### config.mk
export PLATFORM = sky130hd
export DESIGN_NAME = wfd_detector
export DESIGN_NICKNAME = d
export VERILOG_FILES = /design/src/common/wfd_pkg.sv /design/src/core/wfd_detector.sv /design/src/core/wfd_crc16_step.sv
export SDC_FILE = /design/constraint.sdc
export NUM_CORES = 1
export LEC_CHECK = 0
export BUFFER_PORTS_ARGS = -buffer_cell sky130_fd_sc_hd__buf_2
export CAP_MARGIN = 40
export CORE_ASPECT_RATIO = 0.75
export CORE_MARGIN = 5
export CORE_UTILIZATION = 44
export DETAILED_ROUTE_END_ITERATION = 8
export PLACE_DENSITY = 0.71
export REMOVE_ABC_BUFFERS = 1
export SLEW_MARGIN = 40
export SYNTH_ARGS = -nofsm -noshare
export SYNTH_HDL_FRONTEND = slang
export SYNTH_SLANG_ARGS = --single-unit
### constraint.sdc
create_clock -name clock -period 6.2 [get_ports clock]
set_clock_uncertainty 0.15 [all_clocks]
set_input_delay 0.31 -clock clock [delete_from_list [all_inputs] [get_ports clock]]
set_output_delay 0.31 -clock clock [all_outputs]
set_load 0.005 [all_outputs]
### src/common/wfd_pkg.sv
// Package for the wake frame detector: register map, field positions, types
package wfd_pkg;

   // ----------------------------------------------------------------
   // Register offsets (byte addresses)
   // ----------------------------------------------------------------
   localparam logic [7:0] OFS_ADDR_A = 8'h00;
   localparam logic [7:0] OFS_ADDR_B = 8'h04;
   localparam logic [7:0] OFS_ADDR_C = 8'h08;
   localparam logic [7:0] OFS_WAKE_CS = 8'h0C;
   localparam logic [7:0] OFS_FCFG_A = 8'h10;
   localparam logic [7:0] OFS_FCFG_B = 8'h14;
   localparam logic [7:0] OFS_MASK0 = 8'h18;
   localparam logic [7:0] OFS_MASK3 = 8'h24;
   localparam logic [7:0] OFS_IRQ_MASK = 8'h28;
   localparam logic [7:0] OFS_IRQ_SRC = 8'h2C;

   // ----------------------------------------------------------------
   // Field positions
   // ----------------------------------------------------------------
   localparam int unsigned WCS_EXACT_EN = 0;
   localparam int unsigned WCS_BCAST_EN = 1;
   localparam int unsigned WCS_PATTERN_EN = 2;
   localparam int unsigned WCS_FILTER_EN = 3;
   localparam int unsigned WCS_FILTER_SEEN = 4;
   localparam int unsigned WCS_PATTERN_SEEN = 5;
   localparam int unsigned WCS_BCAST_SEEN = 6;
   localparam int unsigned WCS_EXACT_SEEN = 7;
   localparam int unsigned CFGA_ADDR_MATCH = 8;
   localparam int unsigned CFGA_ANY_MCAST = 9;
   localparam int unsigned CFGA_BCAST = 10;
   localparam int unsigned CFGA_TRIGGERED = 24;
   localparam int unsigned CFGA_ENABLE = 31;
   localparam int unsigned IRQ_WAKE_BIT = 8;

   // ----------------------------------------------------------------
   // Values and counts
   // ----------------------------------------------------------------
   localparam logic [15:0] CRC_INIT = 16'hFFFF;
   localparam logic [7:0] ALL_ONES_BYTE = 8'hFF;
   localparam logic [15:0] DA_BYTES = 16'h0006;
   localparam logic [2:0] SYNC_BYTES = 3'h6;
   localparam logic [2:0] LAST_ADDR_POS = 3'h5;
   localparam logic [4:0] LAST_REP = 5'h0F;
   localparam logic [15:0] MASK_BITS = 16'h0080;
   localparam logic [15:0] IDX_MAX = 16'hFFFF;

   // ----------------------------------------------------------------
   // Types
   // ----------------------------------------------------------------
   typedef enum logic [0:0] {
      PAT_SEARCH = 1'b0,
      PAT_COPIES = 1'b1
   } wfd_pat_t;

   typedef struct packed {
      logic valid;
      logic [7:0] data;
      logic frame_end;
      logic fcs_ok;
      logic len_ok;
   } wfd_rx_t;

   typedef struct packed {
      logic psel;
      logic penable;
      logic pwrite;
      logic [7:0] paddr;
      logic [31:0] pwdata;
   } wfd_apb_req_t;

   typedef struct packed {
      logic pready;
      logic [31:0] prdata;
      logic pslverr;
   } wfd_apb_rsp_t;

   typedef struct packed {
      logic [47:0] addr;
      logic [7:0] wcs;
      logic [7:0] offset;
      logic amatch_en;
      logic any_mc_en;
      logic bc_en;
      logic triggered;
      logic filter_en;
      logic [15:0] crc_exp;
      logic [127:0] mask;
      logic irq_mask;
      logic irq_src;
      wfd_apb_rsp_t rsp;
      logic [15:0] idx;
      logic da_ok;
      logic bc_ok;
      logic mc;
      wfd_pat_t pst;
      logic [2:0] sync_cnt;
      logic [2:0] pos;
      logic [4:0] reps;
      logic pat_hit;
      logic [15:0] crc;
      logic irq_n;
      logic wake_n;
   } wfd_state_t;

endpackage

### src/core/wfd_detector.sv
// Wake frame detector: exact, broadcast, pattern and CRC-16 filter wake, APB registers
// Overview of operation
// - exact destination address match flags wake
// - wake only with good FCS and length
// - all-ones destination flags broadcast wake
// - match sets source bit, status, interrupt
// - pattern: addressed frame, sync, sixteen copies
// - broken copy run restarts sync search
// - copies count only right after sync
// - filter checking starts at pattern offset
// - mask bit j selects byte offset+j
// - CRC-16 of selected bytes versus expected
// - address, multicast, broadcast results ORed
// - unicast wakes unless address match fails
// - multicast per its enable or exact match with matching on, broadcast per its enable
// - filter wake sets filter status bit
// - wake output held until status cleared
// - interrupt held until software clears it
// - filter CRC starts at all ones
// - offset zero is first destination byte
`timescale 1ns/1ps
module wfd_detector (
   // Clock and reset
   input wire logic clock,
   input wire logic rst_b,
   // Register bus
   input wire wfd_pkg::wfd_apb_req_t apb_req,
   output wfd_pkg::wfd_apb_rsp_t apb_rsp,
   // Received frame bytes
   input wire wfd_pkg::wfd_rx_t rx,
   // Wake indications
   output logic irq_out_n,
   output logic wake_event_out_n
);
   wfd_pkg::wfd_state_t s_q;
   wfd_pkg::wfd_state_t s_d;
   logic [15:0] crc_step;

   // ----------------------------------------------------------------
   // Decode helpers
   // ----------------------------------------------------------------
   function automatic logic reg_mapped(input logic [7:0] a);
      reg_mapped = (a[1:0] == 2'b00) && (a <= wfd_pkg::OFS_IRQ_SRC);
   endfunction

   function automatic logic [7:0] addr_byte(input logic [47:0] addr, input logic [2:0] k);
      addr_byte = addr[8 * k +: 8];
   endfunction

   // Byte mask words sit in one run of four aligned words
   function automatic logic in_mask(input logic [7:0] a);
      in_mask = (a >= wfd_pkg::OFS_MASK0) && (a <= wfd_pkg::OFS_MASK3);
   endfunction

   function automatic logic [1:0] mask_word(input logic [7:0] a);
      mask_word = 2'((a - wfd_pkg::OFS_MASK0) >> 2);
   endfunction

   // Filter address qualification; the three results are ORed
   function automatic logic filter_addr_ok(
      input logic uni,
      input logic mcast,
      input logic bcast,
      input logic da_ok,
      input logic amatch_en,
      input logic any_mc_en,
      input logic bc_en
   );
      logic by_addr;
      logic by_group;
      // Unicast passes unless matching is on and the address differs
      by_addr = uni && (!amatch_en || da_ok);
      by_group = mcast && (any_mc_en || (amatch_en && da_ok));
      filter_addr_ok = by_addr || by_group || (bcast && bc_en);
   endfunction

   // Byte step runs every cycle; its result is kept only inside the window
   wfd_crc16_step u_crc (
      .crc_in(s_q.crc),
      .data(rx.data),
      .crc_out(crc_step)
   );

   // ----------------------------------------------------------------
   // Next state
   // ----------------------------------------------------------------
   always_comb begin
      logic [31:0] rd;
      logic wr;
      logic [15:0] rel;
      logic good;
      logic uni;
      logic bcast;
      logic mcast;
      logic filt_addr;
      logic [1:0] mi;
      s_d = s_q;
      rd = 32'h0000_0000;
      wr = 1'b0;
      rel = 16'h0000;
      good = 1'b0;
      uni = 1'b0;
      bcast = 1'b0;
      mcast = 1'b0;
      filt_addr = 1'b0;
      mi = 2'b00;

      // ----------------------------------------------------------------
      // Register read mux
      // ----------------------------------------------------------------
      if (apb_req.paddr == wfd_pkg::OFS_ADDR_A) begin
         rd[15:0] = s_q.addr[15:0];
      end else if (apb_req.paddr == wfd_pkg::OFS_ADDR_B) begin
         rd[15:0] = s_q.addr[31:16];
      end else if (apb_req.paddr == wfd_pkg::OFS_ADDR_C) begin
         rd[15:0] = s_q.addr[47:32];
      end else if (apb_req.paddr == wfd_pkg::OFS_WAKE_CS) begin
         rd[7:0] = s_q.wcs;
      end else if (apb_req.paddr == wfd_pkg::OFS_FCFG_A) begin
         rd[7:0] = s_q.offset;
         rd[wfd_pkg::CFGA_ADDR_MATCH] = s_q.amatch_en;
         rd[wfd_pkg::CFGA_ANY_MCAST] = s_q.any_mc_en;
         rd[wfd_pkg::CFGA_BCAST] = s_q.bc_en;
         rd[wfd_pkg::CFGA_TRIGGERED] = s_q.triggered;
         rd[wfd_pkg::CFGA_ENABLE] = s_q.filter_en;
      end else if (apb_req.paddr == wfd_pkg::OFS_FCFG_B) begin
         rd[15:0] = s_q.crc_exp;
      end else if (in_mask(apb_req.paddr)) begin
         mi = mask_word(apb_req.paddr);
         rd = s_q.mask[32 * mi +: 32];
      end else if (apb_req.paddr == wfd_pkg::OFS_IRQ_MASK) begin
         rd[wfd_pkg::IRQ_WAKE_BIT] = s_q.irq_mask;
      end else if (apb_req.paddr == wfd_pkg::OFS_IRQ_SRC) begin
         rd[wfd_pkg::IRQ_WAKE_BIT] = s_q.irq_src;
      end

      // ----------------------------------------------------------------
      // APB: no wait state, answer registered at the setup edge
      // ----------------------------------------------------------------
      s_d.rsp.pready = 1'b0;
      s_d.rsp.pslverr = 1'b0;
      s_d.rsp.prdata = 32'h0000_0000;
      if (apb_req.psel && !apb_req.penable) begin
         s_d.rsp.pready = 1'b1;
         s_d.rsp.pslverr = !reg_mapped(apb_req.paddr);
         if (reg_mapped(apb_req.paddr) && !apb_req.pwrite) begin
            s_d.rsp.prdata = rd;
         end
      end
      // Writes land at the access edge, when the registered ready is seen
      wr = apb_req.psel && apb_req.penable && s_q.rsp.pready && apb_req.pwrite
           && reg_mapped(apb_req.paddr);

      // ----------------------------------------------------------------
      // Register writes; status clears come before hardware sets
      // ----------------------------------------------------------------
      if (wr) begin
         if (apb_req.paddr == wfd_pkg::OFS_ADDR_A) begin
            s_d.addr[15:0] = apb_req.pwdata[15:0];
         end else if (apb_req.paddr == wfd_pkg::OFS_ADDR_B) begin
            s_d.addr[31:16] = apb_req.pwdata[15:0];
         end else if (apb_req.paddr == wfd_pkg::OFS_ADDR_C) begin
            s_d.addr[47:32] = apb_req.pwdata[15:0];
         end else if (apb_req.paddr == wfd_pkg::OFS_WAKE_CS) begin
            s_d.wcs[3:0] = apb_req.pwdata[3:0];
            s_d.wcs[7:4] = s_q.wcs[7:4] & ~apb_req.pwdata[7:4];
         end else if (apb_req.paddr == wfd_pkg::OFS_FCFG_A) begin
            s_d.offset = apb_req.pwdata[7:0];
            s_d.amatch_en = apb_req.pwdata[wfd_pkg::CFGA_ADDR_MATCH];
            s_d.any_mc_en = apb_req.pwdata[wfd_pkg::CFGA_ANY_MCAST];
            s_d.bc_en = apb_req.pwdata[wfd_pkg::CFGA_BCAST];
            s_d.filter_en = apb_req.pwdata[wfd_pkg::CFGA_ENABLE];
            if (apb_req.pwdata[wfd_pkg::CFGA_TRIGGERED]) begin
               s_d.triggered = 1'b0;
            end
         end else if (apb_req.paddr == wfd_pkg::OFS_FCFG_B) begin
            s_d.crc_exp = apb_req.pwdata[15:0];
         end else if (in_mask(apb_req.paddr)) begin
            s_d.mask[32 * mask_word(apb_req.paddr) +: 32] = apb_req.pwdata;
         end else if (apb_req.paddr == wfd_pkg::OFS_IRQ_MASK) begin
            s_d.irq_mask = apb_req.pwdata[wfd_pkg::IRQ_WAKE_BIT];
         end else if (apb_req.paddr == wfd_pkg::OFS_IRQ_SRC) begin
            if (apb_req.pwdata[wfd_pkg::IRQ_WAKE_BIT]) begin
               s_d.irq_src = 1'b0;
            end
         end
      end

      // ----------------------------------------------------------------
      // Frame end: decide and report
      // ----------------------------------------------------------------
      if (rx.frame_end) begin
         // A truncated destination address never wakes
         good = rx.fcs_ok && rx.len_ok && (s_q.idx >= wfd_pkg::DA_BYTES);
         bcast = s_q.bc_ok;
         mcast = s_q.mc && !bcast;
         uni = !s_q.mc;
         if (good && s_q.wcs[wfd_pkg::WCS_EXACT_EN] && s_q.da_ok) begin
            s_d.wcs[wfd_pkg::WCS_EXACT_SEEN] = 1'b1;
            s_d.irq_src = 1'b1;
         end
         if (good && s_q.wcs[wfd_pkg::WCS_BCAST_EN] && bcast) begin
            s_d.wcs[wfd_pkg::WCS_BCAST_SEEN] = 1'b1;
            s_d.irq_src = 1'b1;
         end
         if (good && s_q.wcs[wfd_pkg::WCS_PATTERN_EN] && s_q.pat_hit && (s_q.da_ok || bcast)) begin
            s_d.wcs[wfd_pkg::WCS_PATTERN_SEEN] = 1'b1;
            s_d.irq_src = 1'b1;
         end
         filt_addr = filter_addr_ok(uni, mcast, bcast, s_q.da_ok, s_q.amatch_en, s_q.any_mc_en,
                                    s_q.bc_en);
         if (good && s_q.wcs[wfd_pkg::WCS_FILTER_EN] && s_q.filter_en && filt_addr
             && (s_q.crc == s_q.crc_exp)) begin
            s_d.wcs[wfd_pkg::WCS_FILTER_SEEN] = 1'b1;
            s_d.triggered = 1'b1;
            s_d.irq_src = 1'b1;
         end
         // Clear per-frame state for the next frame
         s_d.idx = 16'h0000;
         s_d.da_ok = 1'b1;
         s_d.bc_ok = 1'b1;
         s_d.mc = 1'b0;
         s_d.pst = wfd_pkg::PAT_SEARCH;
         s_d.sync_cnt = 3'h0;
         s_d.pos = 3'h0;
         s_d.reps = 5'h00;
         s_d.pat_hit = 1'b0;
         s_d.crc = wfd_pkg::CRC_INIT;
      end else if (rx.valid) begin
         // ----------------------------------------------------------------
         // Byte in frame
         // ----------------------------------------------------------------
         if (s_q.idx < wfd_pkg::DA_BYTES) begin
            if (rx.data != addr_byte(s_q.addr, s_q.idx[2:0])) begin
               s_d.da_ok = 1'b0;
            end
            if (rx.data != wfd_pkg::ALL_ONES_BYTE) begin
               s_d.bc_ok = 1'b0;
            end
            // Group bit of the first destination byte
            if (s_q.idx == 16'h0000) begin
               s_d.mc = rx.data[0];
            end
         end

         // ----------------------------------------------------------------
         // Pattern search: sync run, then unbroken address copies
         // ----------------------------------------------------------------
         case (s_q.pst)
            wfd_pkg::PAT_SEARCH: begin
               if (rx.data == wfd_pkg::ALL_ONES_BYTE) begin
                  // Longer all-ones runs still count as one sync run
                  if (s_q.sync_cnt != wfd_pkg::SYNC_BYTES) begin
                     s_d.sync_cnt = s_q.sync_cnt + 3'h1;
                  end
               end else if (s_q.sync_cnt == wfd_pkg::SYNC_BYTES
                            && rx.data == addr_byte(s_q.addr, 3'h0)) begin
                  s_d.pst = wfd_pkg::PAT_COPIES;
                  s_d.pos = 3'h1;
                  s_d.reps = 5'h00;
                  s_d.sync_cnt = 3'h0;
               end else begin
                  s_d.sync_cnt = 3'h0;
               end
            end
            wfd_pkg::PAT_COPIES: begin
               if (rx.data == addr_byte(s_q.addr, s_q.pos)) begin
                  if (s_q.pos == wfd_pkg::LAST_ADDR_POS) begin
                     s_d.pos = 3'h0;
                     if (s_q.reps == wfd_pkg::LAST_REP) begin
                        s_d.pat_hit = 1'b1;
                        s_d.pst = wfd_pkg::PAT_SEARCH;
                     end else begin
                        s_d.reps = s_q.reps + 5'h01;
                     end
                  end else begin
                     s_d.pos = s_q.pos + 3'h1;
                  end
               end else begin
                  // Breaking byte may itself open a new sync run
                  s_d.pst = wfd_pkg::PAT_SEARCH;
                  s_d.sync_cnt = (rx.data == wfd_pkg::ALL_ONES_BYTE) ? 3'h1 : 3'h0;
                  s_d.pos = 3'h0;
                  s_d.reps = 5'h00;
               end
            end
            default: begin
               s_d.pst = wfd_pkg::PAT_SEARCH;
            end
         endcase

         // ----------------------------------------------------------------
         // Filter CRC over masked window; idx 0 is first destination byte
         // ----------------------------------------------------------------
         if (s_q.idx >= {8'h00, s_q.offset}) begin
            rel = s_q.idx - {8'h00, s_q.offset};
            if (rel < wfd_pkg::MASK_BITS && s_q.mask[rel[6:0]]) begin
               s_d.crc = crc_step;
            end
         end

         // Saturate so giant frames cannot wrap into the mask window
         if (s_q.idx != wfd_pkg::IDX_MAX) begin
            s_d.idx = s_q.idx + 16'h0001;
         end
      end

      // ----------------------------------------------------------------
      // Pins follow the sticky state, one flop deep
      // ----------------------------------------------------------------
      s_d.irq_n = !(s_d.irq_src && s_d.irq_mask);
      s_d.wake_n = !(|s_d.wcs[7:4]);
   end

   // ----------------------------------------------------------------
   // State register
   // ----------------------------------------------------------------
   always_ff @(posedge clock) begin
      if (!rst_b) begin
         s_q <= '0;
         // Per-frame trackers idle at their frame-start values
         s_q.da_ok <= 1'b1;
         s_q.bc_ok <= 1'b1;
         s_q.pst <= wfd_pkg::PAT_SEARCH;
         s_q.crc <= wfd_pkg::CRC_INIT;
         s_q.irq_n <= 1'b1;
         s_q.wake_n <= 1'b1;
      end else begin
         s_q <= s_d;
      end
   end

   assign apb_rsp = s_q.rsp;
   assign irq_out_n = s_q.irq_n;
   assign wake_event_out_n = s_q.wake_n;
endmodule // wfd_detector

### src/core/wfd_crc16_step.sv
// One-byte update step of the wake filter CRC-16
`timescale 1ns/1ps
module wfd_crc16_step (
   // Running value and byte
   input wire logic [15:0] crc_in,
   input wire logic [7:0] data,
   // Updated value
   output logic [15:0] crc_out
);
   logic [7:0] f;

   always_comb begin
      f[0] = crc_in[15] ^ data[0];
      for (int i = 1; i < 8; i++) begin
         f[i] = crc_in[15 - i] ^ f[i - 1] ^ data[i];
      end
      crc_out[15] = crc_in[7] ^ f[7];
      crc_out[14:10] = crc_in[6:2];
      crc_out[9] = crc_in[1] ^ f[0];
      crc_out[8] = crc_in[0] ^ f[1];
      for (int i = 2; i < 8; i++) begin
         crc_out[9 - i] = f[i - 2] ^ f[i];
      end
      crc_out[1] = f[6];
      crc_out[0] = f[7];
   end
endmodule // wfd_crc16_step

Word-level counts from Yosys, hierarchy flattened
Cells that the tools add are included.
{"block": "op_classes", "n_shift": 5, "order_cmp": 8, "bitwise": 36, "add_sub_neg": 7, "eq_ne": 24, "n_reduce_logical": 67, "mux": 77}
{"cell": "$mux 167", "n": 4}
{"cell": "$mux 23", "n": 7}
{"cell": "$mux 159", "n": 1}
{"cell": "$mux 146", "n": 1}
{"cell": "$mux 16", "n": 9}
{"cell": "$mux 130", "n": 1}
{"cell": "$bwmux 128", "n": 1}
{"cell": "$mux 128", "n": 1}
{"cell": "$shift 32x34->128 const A", "n": 1}
{"cell": "$shiftx 128x8->32", "n": 1}
{"cell": "$shiftx 32x34->128", "n": 1}
{"cell": "$shiftx 48x7->8", "n": 2}
{"cell": "$mux 8", "n": 6}
{"cell": "$mux 34", "n": 1}
{"cell": "$neg 7->34", "n": 1}
{"cell": "$mux 32", "n": 1}
{"cell": "$logic_and 1x1->1", "n": 29}
{"cell": "$mux 1", "n": 29}
{"cell": "$mux 13", "n": 2}
{"cell": "$mux 24", "n": 1}
{"cell": "$pmux 12 s2", "n": 1}
{"cell": "$reduce_and 3->1", "n": 8}
{"cell": "$xor 1x1->1", "n": 24}
{"cell": "$add 16x1->16 const B", "n": 1}
{"cell": "51 further kinds", "n": 90}
{"block": "word_totals", "reg_bits": 299, "word_cells": 256, "output_inout_bits": 36}

Depth between registers and ports, before layout
{"block": "logic_depth", "word_depth": 19, "depth_mapped": 18, "depth_no_buf": 12}

Hierarchy
A second synthesis with hierarchy kept.
{"block": "hier_totals", "cells_unflattened": 1863, "area_unflattened_um2": 16654.7}
{"module": "wfd_detector", "cells_per_inst": 1836, "instances": 1, "area_each_um2": 16346.9}
{"module": "wfd_crc16_step", "cells_per_inst": 27, "instances": 1, "area_each_um2": 307.8}

Worst setup path before layout
No wires, ideal clock.
{"block": "synth_path", "path_kind": "register -> register", "startpoint": "reg s_q[34] (netlist bit)", "endpoint": "reg s_q[2] (netlist bit)", "arrival_ps": 4364, "setup_ps": 121, "path_stages_with_launch": 15, "setup_slack_ps": 1565, "synth_period_minus_slack_ps": 4635, "cell_sequence": "dfxtp_1 clkbuf_1 clkbuf_1 inv_1 ha_1 inv_1 fa_1 clkbuf_1 buf_2 mux4_2 mux4_2 or3b_2 a32o_1 buf_6 mux2_4"}
{"block": "synth_via", "elab_chain_len": 5, "elab_cells_between_ends": 7, "classes_between": "add/sub: 1; order compare: 2; mux: 2; reduce/logical: 2"}
{"element": "start: declaration", "line_no": "wfd_detector.sv:35", "text": "wfd_pkg::wfd_state_t s_q;"}
{"element": "$sub 16x8->16", "line_no": "wfd_detector.sv:296", "text": "rel = s_q.idx - {8'h00, s_q.offset};"}
{"element": "$bmux 1 s7", "line_no": "wfd_detector.sv:297", "text": "if (rel < wfd_pkg::MASK_BITS && s_q.mask[rel[6:0]]) begin"}
{"element": "$mux 1 (not written as such)", "line_no": "wfd_detector.sv:297"}
{"element": "$logic_and 1x1->1", "line_no": "wfd_detector.sv:297"}
{"element": "$reduce_and 3->1 (no line) *"}
Mark *: on every way between the ends. The rest lies on a longest branch, timed or not. The select of a mux whose other input is x is not followed.
A chain may end at the register's enable or synchronous reset.

Worst setup path in the final report
Ends and elaborated chain as after synthesis.

==> impl_metrics.yaml <==
sta:
  period_needed_ps: 4650
  fin_crit_sh_pct: 75.0
  layout_setup_ws_ps: 1550
  slew_headroom_pct: 39.2
  setup-violations-final: 0
  drv_slew: 0
  rsz0062_at_grt: "no"
  tightest_slew_ps: 904
  tns_ps: 0
  hold_viol_final: 0
  clock.fmax_ghz: 0.215
  holdWs_ps: 18.0
logic_synthesis:
  ys_seq_area_share_pct: 36.8
  synth_cell_types: 66
  async_reset_ff_share_pct: 0
  syn_area_per_cell_sq_um: 9.00
  ys.warnings.count: 0
  synth_cells: 1809
  dominantRegCellSynth: "dfxtp_1"
  synthesis.area_sq_mm: 0.0163
  synth-edff-count: 0
  synth_seq_cells: 299
routing:
  antenna_left: 0
  via_count: 14300
  drcViolationCount: 0
  drtIter0Drc: 1876
  wl_per_cell_um: 22.8
  first_pass_iters: 6
  routed_via_density: 6.12
  drt_wl_total_mm: 53.2
clock_tree:
  holdBufCountCts: 19
  path_clk_slew_ps: 60
  cts_tree: "yes"
  clk_latency_ps: 520
  post-cts-setup-buffer-count: 0
  htreeDepth: 2
  cts_max_path_buffers: 3
  root_buffer: "clkbuf_16"
  cts_resized: 0
  cts_inserted_buffers: 35
  cts_sinks: 299
setup_path:
  crit_path_start_kind: "flip-flop"
  crit_arrival_ps: 4900
  crit_type: "reg2reg"
  r2r_cells: 12
  end_kind: "flip-flop"
  crit_fanout: 20
  worstPathRequired_ps: 6450
floorplan:
  io_pins: 93
  initial_utilization_pct: 44.3
  coreArea_sq_mm: 0.0368
  die_h_um: 177
  placementRows: 61
  die_area_sq_mm: 0.0410
  chipWidth_um: 232
placed_design:
  finalWeightedCongestion: 0.933
  dp_hpwl_mm: 36.7
  place_ws_ps: 1500
  port_buffers: 92
grt:
  antenna_found_initial: 2
  grt_pass1_vias: 13900
  overflow: 0
  grt_pass1_wl_mm: 82.4
  grt_usage_pct: 25.3
  grt_max_degree: 101
run_status:
  outcome: "finished clean"
run:
  maxCapViolCount: 0
hold_path:
  min_path_cells: 3
  hold_path.class: "in2reg"
power_and_ir_drop:
  p_leak_nw: 6.15
  power_mw: 4.44
  p_per_area_mw_per_mm2: 243
  peakVddDrop_v: 0.000192
final_layout:
  drive_gt1_share_pct: 16.5
  area_growth_pct: 12.5
  fillers: 3402
  nNetsFinal: 1879
-- routing by layer --
| layer | global-route usage, % | vias up | share of wire (%) |
|---|---|---|---|
| li1 | - | 6390 | - |
| met1 | 37.3 | 6957 | 43 |
| met2 | 37.3 | 802 | 43 |
| met3 | 5.61 | 113 | 11 |
| met4 | 7.53 | 2 | 3.0 |
| met5 | 0 | - | 0.013 |
-- cell usage in the layout (no fill, tap or decap), types with 19 or more instances in the layout --
cell type / n
mux4_2: 79
dlygate4sd3_1: 19
nor3_1: 23
xor2_1: 31
o21ai_0: 36
nand2_1: 304
xnor2_1: 46
ha_1: 19
clkbuf_16: 37
nand3_1: 150
dfxtp_1: 298
inv_1: 22
buf_4: 30
nor2b_1: 31
nor2_1: 81
buf_2: 91
a21boi_0: 189
a21oi_1: 30
and3_1: 29
mux2i_1: 47
-- power breakdown --
part	total [mW]	switching (mW)	internal, mW	leakage [nW]
sequential	1.93	0.00321	1.92	2.41
clock	2.26	0.839	1.42	0.621
combinational	0.254	0.161	0.0934	3.12
-- cell families after synthesis --
kind of cell	after synthesis	synth area share [%]
AOI/OAI and AO/OA	348	15.5
muxes	149	15.9
adders and majority gates	21	1.66
DFF	299	36.8
buffers and inverters	211	5.95
and+or+nand+nor	702	19.9
xor gates and xnor gates	79	4.30
-- cell type report --
| class | count | area [sq um] | share of cell area (%) |
|---|---|---|---|
| clock inverters | 13 | 221 | 1.21 |
| diodes | 1 | 2.50 | 0.0137 |
| flip-flops and latches | 299 | 5990 | 32.7 |
| multi-input cells | 1299 | 9410 | 51.4 |
| clock buffers | 49 | 1040 | 5.68 |
| well taps | 504 | 631 | 3.44 |
| repair buffers | 143 | 937 | 5.12 |
| inverters | 23 | 86.3 | 0.471 |
-- stage by stage --
stage	util (%)	cell area, sq um	std cells
3_3_place_gp	45.6	16800	2247
3_5_place_dp	45.8	16800	2249
4_1_cts	49.7	18300	2330
2_1_floorplan	-	15400	1621
5_1_grt	49.8	18300	2330
6_report	49.8	18300	2331
-- critical path, cell delays in order, from the launching register on --
cell	delay [ps]
dfxtp_1	290
buf_4	220
inv_1	170
ha_2	200
inv_1	50
fa_2	940
buf_4	400
mux4_2	540
mux4_2	480
nor3_1	180
a21oi_1	70
a32o_2	460
mux2_4	360
-- cell usage after synthesis, types with 10 or more instances --
cell,number,share of area [%]
nand2_1,304,7.0
dfxtp_1,299,37
a21boi_0,189,8.7
nand3_1,151,4.6
clkbuf_1,132,3.0
nor2_1,84,1.9
mux4_2,79,11
mux2i_1,47,2.9
xnor2_1,46,2.5
o21ai_0,36,1.1
buf_4,34,1.6
nor2b_1,32,1.2
xor2_1,32,1.7
a21oi_1,30,0.92
and3_1,29,1.1
nor3_1,26,0.80
inv_1,22,0.51
ha_1,20,1.5
a22oi_1,18,0.83
mux2_2,17,1.2
a221oi_1,16,0.86
buf_2,14,0.43
nor4_1,14,0.54
nand4_1,12,0.46
o211ai_1,10,0.46
-- final timing paths --
| check | start | endpoint | slack, ps |
|---|---|---|---|
| max | s_q[34] | s_q[2] | 1550 |
| min | apb_req[15] | s_q[266] | 20 |
| max reg2reg | s_q[34] | s_q[2] | 1550 |
| min reg2reg | s_q[240] | s_q[240] | 320 |
(Power assumes the default switching activity.)
